==> config.mk <==
export PLATFORM = sky130hd
export DESIGN_NAME = status_byte_service_request
export DESIGN_NICKNAME = d
export VERILOG_FILES = /design/src/verilog/status_byte_pkg.sv /design/src/verilog/byte_to_decimal.sv /design/src/verilog/status_byte_service_request.sv
export SDC_FILE = /design/constraint.sdc
export NUM_CORES = 1
export LEC_CHECK = 0
export ABC_AREA = 1
export BUFFER_PORTS_ARGS = -buffer_cell sky130_fd_sc_hd__buf_2
export CORE_AREA = 4 4 111 60
export CTS_CLUSTER_DIAMETER = 80
export DETAILED_ROUTE_END_ITERATION = 10
export DIE_AREA = 0 0 115 64
export PLACE_DENSITY = 0.69
export SLEW_MARGIN = 0
export SYNTH_ARGS = -nofsm -noshare
export SYNTH_HDL_FRONTEND = slang
export SYNTH_SLANG_ARGS = --single-unit
==> constraint.sdc <==
create_clock -name clk -period 3.6 [get_ports clk]
set_input_delay 0.72 -clock clk [delete_from_list [all_inputs] [get_ports clk]]
set_output_delay 0.72 -clock clk [all_outputs]
set_load 0.005 [all_outputs]
==> src/verilog/status_byte_pkg.sv <==
// shared constants and carriers for the status byte and service request logic
package status_byte_pkg;

  // ==========================================================
  // widths and reset values
  localparam int BYTE_W = 8;
  localparam logic [7:0] STATUS_RESET = 8'h00;
  localparam logic [7:0] MASK_RESET = 8'h00;

  // ==========================================================
  // status byte bit positions
  localparam int BIT_TIMEOUT = 0;  // local bus timeout
  localparam int BIT_EXEC_ERR = 1;  // local bus execution error
  localparam int BIT_MAV = 4;  // output message available
  localparam int BIT_ESB = 5;  // standard event summary
  localparam int BIT_MSS = 6;  // master summary / request for service
  // enabled summary sources: bits 5,4,1,0; unused 7,3,2 and the summary bit itself excluded
  localparam logic [7:0] SUMMARY_SRC = 8'h33;

  // ==========================================================
  // decimal formatting constants
  localparam logic [7:0] DEC_TEN = 8'h0a;
  localparam logic [7:0] DEC_HUNDRED = 8'h64;
  localparam logic [1:0] LEN_ONE = 2'h1;
  localparam logic [1:0] LEN_TWO = 2'h2;
  localparam logic [1:0] LEN_THREE = 2'h3;

  // ==========================================================
  // carriers
  typedef struct packed {
    logic [3:0] hundreds;  // bcd digit, most significant
    logic [3:0] tens;  // bcd digit
    logic [3:0] ones;  // bcd digit, least significant
    logic [1:0] len;  // digits to send, leading zeros suppressed
  } decimal_s;

  typedef struct packed {
    logic [7:0] stdEvent;  // standard event register contents
    logic [7:0] stdEventEnable;  // standard event enable contents
    logic msgAvailable;  // output queue holds at least one message
    logic localBusExecError;  // local bus execution error level
    logic localBusTimeout;  // local bus timeout level
  } sources_s;

endpackage

==> src/verilog/byte_to_decimal.sv <==
// combinational byte to three-digit decimal converter with length
`timescale 1ns/1ps
`default_nettype none
module byte_to_decimal
  import status_byte_pkg::*;
(
  // binary value in
  input wire logic [7:0] value,
  // decimal digits out
  output decimal_s digits
);

  // ==========================================================
  // digit extraction by constant division, small enough for 8 bits
  logic [7:0] hundredsFull;  // value / 100
  logic [7:0] tensFull;  // (value / 10) % 10
  logic [7:0] onesFull;  // value % 10
  logic [1:0] lenSel;  // digits to send

  assign hundredsFull = value / DEC_HUNDRED;
  assign tensFull = (value / DEC_TEN) % DEC_TEN;
  assign onesFull = value % DEC_TEN;

  // leading zeros are suppressed so zero still sends one digit
  assign lenSel = (value >= DEC_HUNDRED) ? LEN_THREE : (value >= DEC_TEN) ? LEN_TWO : LEN_ONE;
  // one driver for the whole carrier, fields in declaration order
  assign digits = {hundredsFull[3:0], tensFull[3:0], onesFull[3:0], lenSel};

endmodule
`default_nettype wire

==> src/verilog/status_byte_service_request.sv <==
// status byte, service request mask and request-for-service logic
`timescale 1ns/1ps
`default_nettype none
module status_byte_service_request
  import status_byte_pkg::*;
(
  // clock, reset, enable
  input wire logic clk,
  input wire logic reset,
  input wire logic ce,
  // status sources from the event register and output queue
  input wire sources_s sources,
  // remote interface selection
  input wire logic gpibRemote,
  // decoded commands from the parser, one-cycle pulses
  input wire logic maskWrite,
  input wire logic [7:0] maskWdata,
  input wire logic statusQuery,
  input wire logic maskQuery,
  input wire logic serialPoll,
  // register views
  output logic [7:0] statusByte,
  output logic [7:0] serviceMask,
  // service request line level and serial poll answer
  output logic serviceRequest,
  output logic [7:0] pollByte,
  output logic pollValid,
  // decimal query answer
  output decimal_s answer,
  output logic answerValid
);

  // ==========================================================
  // state registers
  logic [7:0] statusByte_r;  // status byte, summary in bit 6
  logic [7:0] statusByte_nxt;
  logic [7:0] maskByte_r;  // service request mask
  logic [7:0] maskByte_nxt;
  logic rqs_r;  // request-for-service flag
  logic rqs_nxt;
  logic serviceRequest_r;  // registered line level
  logic [7:0] pollByte_r;  // byte captured at serial poll
  logic pollValid_r;
  decimal_s answer_r;  // formatted query answer
  logic answerValid_r;

  // ==========================================================
  // status byte assembly
  logic esbNxt;  // standard event summary
  logic mssNxt;  // master summary
  logic [7:0] srcBits;  // status bits without summary
  logic [7:0] maskEff;  // mask gated to live sources

  assign esbNxt = |(sources.stdEvent & sources.stdEventEnable);
  assign srcBits = {1'b0, 1'b0, esbNxt, sources.msgAvailable, 1'b0, 1'b0, sources.localBusExecError,
    sources.localBusTimeout};
  // unused positions and the summary bit never feed the summary, avoiding self-latching
  assign maskEff = maskByte_r & SUMMARY_SRC;
  assign mssNxt = |(srcBits & maskEff);
  assign statusByte_nxt = srcBits | ({7'h00, mssNxt} << BIT_MSS);

  // ==========================================================
  // request flag: set on rising summary, cleared by low summary or poll
  logic mssRise;  // summary goes from zero to one
  assign mssRise = mssNxt & ~statusByte_r[BIT_MSS];
  // a rise in the poll cycle wins over the poll clear so no request is lost
  assign rqs_nxt = mssRise ? 1'b1 : (!mssNxt || serialPoll) ? 1'b0 : rqs_r;

  // ==========================================================
  // mask write path, any byte value accepted
  assign maskByte_nxt = maskWrite ? maskWdata : maskByte_r;

  // ==========================================================
  // answer selection, status query wins if both arrive together
  logic [7:0] answerSrc;  // byte to format
  logic anyQuery;
  decimal_s answerDec;
  assign answerSrc = statusQuery ? statusByte_r : maskByte_r;
  assign anyQuery = statusQuery | maskQuery;

  byte_to_decimal formatter (
    .value(answerSrc),
    .digits(answerDec)
  );

  // ==========================================================
  // status, mask and request registers; power-up reset clears all
  always_ff @(posedge clk or posedge reset) begin
    if (reset) begin
      statusByte_r <= STATUS_RESET;
      maskByte_r <= MASK_RESET;
      rqs_r <= 1'b0;
      serviceRequest_r <= 1'b0;
    end else if (ce) begin
      statusByte_r <= statusByte_nxt;
      maskByte_r <= maskByte_nxt;
      rqs_r <= rqs_nxt;
      serviceRequest_r <= rqs_nxt & gpibRemote;
    end
  end

  // ==========================================================
  // serial poll capture: request flag in bit 6 replaces the summary
  always_ff @(posedge clk or posedge reset) begin
    if (reset) begin
      pollByte_r <= STATUS_RESET;
      pollValid_r <= 1'b0;
    end else if (ce) begin
      pollValid_r <= serialPoll;
      if (serialPoll) begin
        pollByte_r <= (statusByte_r & ~(8'h01 << BIT_MSS)) | ({7'h00, rqs_r} << BIT_MSS);
      end
    end
  end

  // ==========================================================
  // query answers, formatted in decimal; reading clears nothing
  always_ff @(posedge clk or posedge reset) begin
    if (reset) begin
      answer_r <= '0;
      answerValid_r <= 1'b0;
    end else if (ce) begin
      answerValid_r <= anyQuery;
      if (anyQuery) begin
        answer_r <= answerDec;
      end
    end
  end

  // ==========================================================
  // outputs straight from flip-flops
  assign statusByte = statusByte_r;
  assign serviceMask = maskByte_r;
  assign serviceRequest = serviceRequest_r;
  assign pollByte = pollByte_r;
  assign pollValid = pollValid_r;
  assign answer = answer_r;
  assign answerValid = answerValid_r;

  // ==========================================================
  // assertions
  unused_bits_zero_a: assert property (@(posedge clk) disable iff (reset)
    (statusByte_r[7] == 1'b0) && (statusByte_r[3] == 1'b0) && (statusByte_r[2] == 1'b0))
    else $error("unused status bits not zero");

  summary_masked_a: assert property (@(posedge clk) disable iff (reset)
    ce |=> statusByte_r[BIT_MSS] == |(statusByte_r & $past(maskByte_r) & SUMMARY_SRC))
    else $error("summary bit does not match masked status");

  request_rise_a: assert property (@(posedge clk) disable iff (reset)
    $past(ce) && $rose(statusByte_r[BIT_MSS]) |-> rqs_r)
    else $error("request flag not set on summary rise");

  request_low_clear_a: assert property (@(posedge clk) disable iff (reset)
    !statusByte_r[BIT_MSS] |-> !rqs_r)
    else $error("request flag set while summary low");

  poll_clears_request_a: assert property (@(posedge clk) disable iff (reset)
    ce && serialPoll && statusByte_r[BIT_MSS] |=> !rqs_r ##1 !rqs_r || $past(ce) && $past(statusByte_r[BIT_MSS]) == 1'b0)
    else $error("serial poll did not clear request flag");

  mask_store_a: assert property (@(posedge clk) disable iff (reset)
    ce && maskWrite |=> serviceMask == $past(maskWdata))
    else $error("mask write not stored");

  mask_hold_a: assert property (@(posedge clk) disable iff (reset)
    !(ce && maskWrite) |=> $stable(maskByte_r))
    else $error("mask changed without a write");

  event_summary_a: assert property (@(posedge clk) disable iff (reset)
    ce |=> statusByte_r[BIT_ESB] == |($past(sources.stdEvent) & $past(sources.stdEventEnable)))
    else $error("event summary bit wrong");

  message_bit_a: assert property (@(posedge clk) disable iff (reset)
    ce |=> statusByte_r[BIT_MAV] == $past(sources.msgAvailable))
    else $error("message available bit wrong");

  // a frozen block keeps its line level, so only check after a running cycle
  gpib_only_a: assert property (@(posedge clk) disable iff (reset)
    serviceRequest && $past(ce) |-> rqs_r && $past(gpibRemote))
    else $error("service request outside GPIB");

  query_decimal_a: assert property (@(posedge clk) disable iff (reset)
    ce && statusQuery |=> answerValid &&
      (answer.hundreds * DEC_HUNDRED + answer.tens * DEC_TEN + answer.ones) == $past(statusByte_r))
    else $error("status query answer wrong");

  // the mask is answered only when no status query shares the cycle
  mask_query_a: assert property (@(posedge clk) disable iff (reset)
    ce && maskQuery && !statusQuery |=> answerValid &&
      (answer.hundreds * DEC_HUNDRED + answer.tens * DEC_TEN + answer.ones) == $past(maskByte_r))
    else $error("mask query answer wrong");

  poll_byte_a: assert property (@(posedge clk) disable iff (reset)
    ce && serialPoll |=> pollValid && pollByte[BIT_MSS] == $past(rqs_r) &&
      (pollByte & SUMMARY_SRC) == ($past(statusByte_r) & SUMMARY_SRC))
    else $error("serial poll byte wrong");

  mask_write_c: cover property (@(posedge clk) disable iff (reset) ce && maskWrite);
  request_rise_c: cover property (@(posedge clk) disable iff (reset) $rose(serviceRequest));
  poll_with_req_c: cover property (@(posedge clk) disable iff (reset) ce && serialPoll && rqs_r);
  status_query_c: cover property (@(posedge clk) disable iff (reset) ce && statusQuery);

endmodule
`default_nettype wire
# --- Word-level counts from Yosys, hierarchy flattened ---
# Cells that the tools add are included.
word_totals:
  out_inout_bits: 41
  ff_bits: 42
  word_cells: 37
  inputBits: 35
classes:
  n_reduce_logical: 7
  n_div: 4
  bitwise_logic: 8
  mux: 5
  magnitude_cmp: 2
op_table:
  columns: ["cell", "count"]
  rows:
  - ["$mod A8 B4 Y8 const B", 2]
  - ["$reduce_or A8 Y1", 2]
  - ["$and A8 B8 Y8", 1]
  - ["$div A8 B4 Y8 const B", 1]
  - ["$div A8 B7 Y8 const B", 1]
  - ["$ge A8 B4 Y1 const B", 1]
  - ["$ge A8 B7 Y1 const B", 1]
  - ["$mux W8", 1]
  - ["$or A8 B7 Y8", 1]
  - ["$or A6 B7 Y7", 1]
  - ["$and A6 B6 Y6", 1]
  - ["$reduce_and A2 Y1", 3]
  - ["$mux W2", 2]
  - ["$and A1 B1 Y1", 2]
  - ["$mux W1", 2]
  - ["$logic_not A1 Y1", 1]
  - ["$logic_or A1 B1 Y1", 1]
  - ["$not A1 Y1", 1]
  - ["$or A1 B1 Y1", 1]

# --- Longest topological paths before layout ---
logic_depth:
  depth_word: 9
  ltp_mapped: 33
  depth_no_buf: 33

# --- Modules after synthesis ---
# A second synthesis with hierarchy kept.
hier_totals:
  hier_cells: 296
  area_unflattened_um2: 2391.0
by_module_without_submodules:
  columns: ["mod", "area_each_um2", "cells_per_inst", "seq_area_each_um2", "instances"]
  rows:
  - ["status_byte_service_request", 1589.0, 161, 900.9, 1]
  - ["byte_to_decimal", 802.0, 135, 0.0, 1]

# --- Worst setup path after synthesis ---
# No wires, ideal clock.
synth_path:
  kind: "input -> register"
  start: "in statusQuery"
  end: "reg answer_r, in the netlist answer[9]"
  path_buffers: 1
  stages: 31
  arrival_time_ns: 3.759
  t_required_ns: 3.535
  path_slack_ns: -0.225
  path_cell_list: "buf_6 nor2_1 inv_1 ha_1 nor2_1 nand2_2 nand2_4 nand2_1 nand2_1 nand3_2 nand2_4 nand3_4 nand2_1 nand2_2 inv_2 nand2_2 nand2_2 nand2_1 nand2_1 inv_1 nand2_2 nand3_2 nand3_1 nand2_2 ha_1 nand3b_1 nand2_1 nand2_1 nand2_1 nand2_1 nand2_1"
synth_between:
  elab_chain_cells: 3
  word_cells_on_any_way: 5
  cone_classes: "div: 2; mux: 1; bitwise: 1; reduce/logical: 1"
synth_rtl:
  columns: ["item", "line_no", "text"]
  rows:
  - ["start: declaration", "status_byte_service_request.sv:18", "input wire logic statusQuery,"]
  - ["$mux W8", "status_byte_service_request.sv:78", "assign answerSrc = statusQuery ? statusByte_r : maskByte_r;"]
  - ["$div A8 B4 Y8", "byte_to_decimal.sv:21", "assign tensFull = (value / DEC_TEN) % DEC_TEN;"]
  - ["$mod A8 B4 Y8", "byte_to_decimal.sv:21", null]
  - ["end signal: assignment", "status_byte_service_request.sv:125", "answer_r <= answerDec;"]
  - ["end: declaration", "status_byte_service_request.sv:44", "decimal_s answer_r;"]
# Several ways; a longest one is shown, not always the timed one.
# A chain may end at the register's enable or synchronous reset.

# --- Worst setup path after layout ---
# Same ends and word-level chain as after synthesis.

==> flow_metrics.env <==
export IMPL_fp_dieH_um=64
export IMPL_cp_slowest_cell="a21oi_4"
export IMPL_crit_fanout=6
export IMPL_drt_initial_drc_count=169
export IMPL_yosysWarnings=0
export IMPL_route_detailed_drc=0
export IMPL_synth_seq_cells=34
export IMPL_startpoint_type="input pin"
export IMPL_hold_end="answer[7]$_DFFE_PP0P_"
export IMPL_timing_final_ws_setup_ns=0.02595
export IMPL_r2r_slack_ns=0.18
export IMPL_avgSynthCellArea_sq_um=7.500
export IMPL_numCtsBuffers=5
export IMPL_pre_cts_slack_ns=-0.3082
export IMPL_crit_arrival_ns=3.79
export IMPL_grt_pass1_vias=2389
export IMPL_slew_violations=0
export IMPL_start_util=0.4211
export IMPL_min_delay_start="answer[7]$_DFFE_PP0P_"
export IMPL_fillers=492
export IMPL_grt_max_degree=35
export IMPL_end_kind="flip-flop"
export IMPL_antenna_found_initial=0
export IMPL_cts_sinks=34
export IMPL_relSlewSlack=0.6543
export IMPL_hp_class="reg -> reg"
export IMPL_nets=500
export IMPL_top_usage_layer="met1"
export IMPL_track_usage=0.1915
export IMPL_synthTopCellsByArea="dfrtp_1, nand2_1, ha_1"
export IMPL_rr_endpoint="answer[9]$_DFFE_PP0P_"
export IMPL_synthTopCellsByCount="nand2_1, dfrtp_1, inv_1"
export IMPL_peakVddDrop_mv=0.3551
export IMPL_synth_area_sq_um=2445
export IMPL_grt_setup_unrepaired="true"
export IMPL_netlist_instances=326
export IMPL_drive_above_1_share=0.4967
export IMPL_fp_dieArea_sq_um=7360
export IMPL_rr_worst_depth=28
export IMPL_ys_async_sr_fraction=1.000
export IMPL_ys_seq_area_frac=0.3480
export IMPL_min_period_ns=3.574
export IMPL_min_delay_path_depth=2
export IMPL_reg2reg_from="serviceMask[3]$_DFFE_PP0P_"
export IMPL_die_width_um=115
export IMPL_fin_hold_ws_ns=0.4765
export IMPL_setup_viol=0
export IMPL_synth_edff_count=0
export IMPL_crit_path_max_incr_delay_ns=0.19
export IMPL_grtUsageMet3=0.05393
export IMPL_ys_flop_type="dfrtp_1"
export IMPL_wl_per_cell_um=14.27
export IMPL_clockBufferDepth=2
export IMPL_power_total_uw=2284
export IMPL_io_pins=76
export IMPL_num_vias=2636
export IMPL_antenna_left=0
export IMPL_required_ns=3.82
export IMPL_clock_skew_ns=0.002489
export IMPL_worstSetupPathType="in -> reg"
export IMPL_grtUsageMet1=0.2946
export IMPL_post_route_util=0.6545
export IMPL_cts_tree="yes"
export IMPL_dp_hpwl_um=5540
export IMPL_grt_overflow_total=0
export IMPL_gp_congestion=0.8825
export IMPL_netlist_area_leader_share=0.3480
export IMPL_cts_reportedPaths_clkPinSlew_ns=0.05
export IMPL_finalCritPeriodShare=0.9928
export IMPL_dr_pass1_iters=4
export IMPL_hold_viol=0
export IMPL_synth_cell_types=38
export IMPL_p_leak_uw=0.001943
export IMPL_seq_area_sq_um=850.8
export IMPL_clk_latency_ns=0.28
export IMPL_areaGrowthSynthToFinish_pct=55.42
export IMPL_met2_usage=0.2673
export IMPL_fmaxAchievable_mhz=279.8
export IMPL_status="finished clean"
export IMPL_tns_ns=0
export IMPL_worst_pin_slew_ns=0.5131
export IMPL_core_area_sq_um=5806
export IMPL_crit_top_cell="nand2_1"
export IMPL_n_antenna_cell=0
export IMPL_htreeDepth=2
export IMPL_wl_um=7590
export IMPL_cts_root_buf="clkbuf_16"
export IMPL_grt_pass1_wl_um=11260
export IMPL_multi_input_area_sq_um=1680
export IMPL_rows=20
export IMPL_yosysMostFrequentCell="nand2_1"
export IMPL_synth_largest_area_cell="dfrtp_1"
export IMPL_power_density_nw_per_um2=601.1
export IMPL_numPortBuffers=67
export IMPL_cap_violations=0
export IMPL_vias_per_cell=4.955
power by group:
group	internal (uW)	switching, uW	leakage, uW
clock network	341	150	0.0000829
registers	463	48.2	0.000397
logic	585	696	0.00146
critical path, delay by kind of cell:
family | cells | cell delay (ns)
and+or+nand+nor | 17 | 1.57
buffers and inverters | 8 | 0.92
AOI/OAI and AO/OA | 3 | 0.41
adders and majority gates | 1 | 0.16
flip-flops by register name, summed over array words and instances (netlist names):
| register | cells |
|---|---|
| pollByte | 5 |
| statusByte | 5 |
| pollValid | 1 |
| answer | 12 |
| rqs_r | 1 |
| serviceMask | 8 |
| answerValid | 1 |
| serviceRequest | 1 |
placed cells by master (no fill, tap or decap), types with 12 or more instances in the layout:
cell type / n
buf_2: 66
nand2_1: 60
buf_4: 55
dfrtp_1: 34
nand2_2: 26
inv_1: 25
o21ai_0: 22
nor2_1: 16
nand3_1: 14
nand2_4: 12
cell type report:
cell class                 instances  area share
timing repair buffer             130      0.2256
inverter                          37     0.03852
tap                               77     0.02535
clock buffer                       6     0.03655
clock inverter                     1    0.007903
multi-input combinational        247      0.4422
sequential                        34      0.2239
metal layers:
layer / vias to the layer above / share of wire
met2: 70 / 0.45
met5: - / 0
li1: 1329 / -
met3: 14 / 0.051
met1: 1223 / 0.49
met4: 0 / 0.013
worst max-delay path by stage:
stage	startpoint	endpoint	slack (ns)	cells past startpoint
after floorplan	statusQuery	answer[9]$_DFFE_PP0P_	0.004	31
after global placement	statusQuery	answer[9]$_DFFE_PP0P_	-0.23	30
after detailed placement	statusQuery	answer[9]$_DFFE_PP0P_	-0.31	30
after CTS	statusQuery	answer[9]$_DFFE_PP0P_	0.02	30
after global routing	statusQuery	answer[9]$_DFFE_PP0P_	-0.20	29
final	statusQuery	answer[9]$_DFFE_PP0P_	0.03	29
kinds of logic (layout without fill, tap and decap cells):
family / count (synthesis) / in the layout / share of synthesized area
compound gates: 59 / 59 / 0.1438
flops: 34 / 34 / 0.3480
fa+ha+maj: 10 / 10 / 0.05118
other cells: 1 / 8 / 0.001534
simple gates: 163 / 163 / 0.3306
mux: 3 / 3 / 0.01382
buf+inv: 52 / 174 / 0.09673
xor+xnor: 4 / 4 / 0.01433
through the flow:
stage                     area [sq um]  instances
after floorplan                   2489        333
after detailed placement          3161        507
after global placement            3161        507
final                             3800        532
after global routing              3800        532
after CTS                         3334        514
timing repair:
action                     CTS  global route
pin swaps                    0            43
gates cloned                 0             0
hold endpoints to repair     0             0
hold buffers                 0             0
setup endpoints to repair    3             5
setup buffers                0            18
gates resized for setup      1            81
Power figures use the tool's default switching activity.
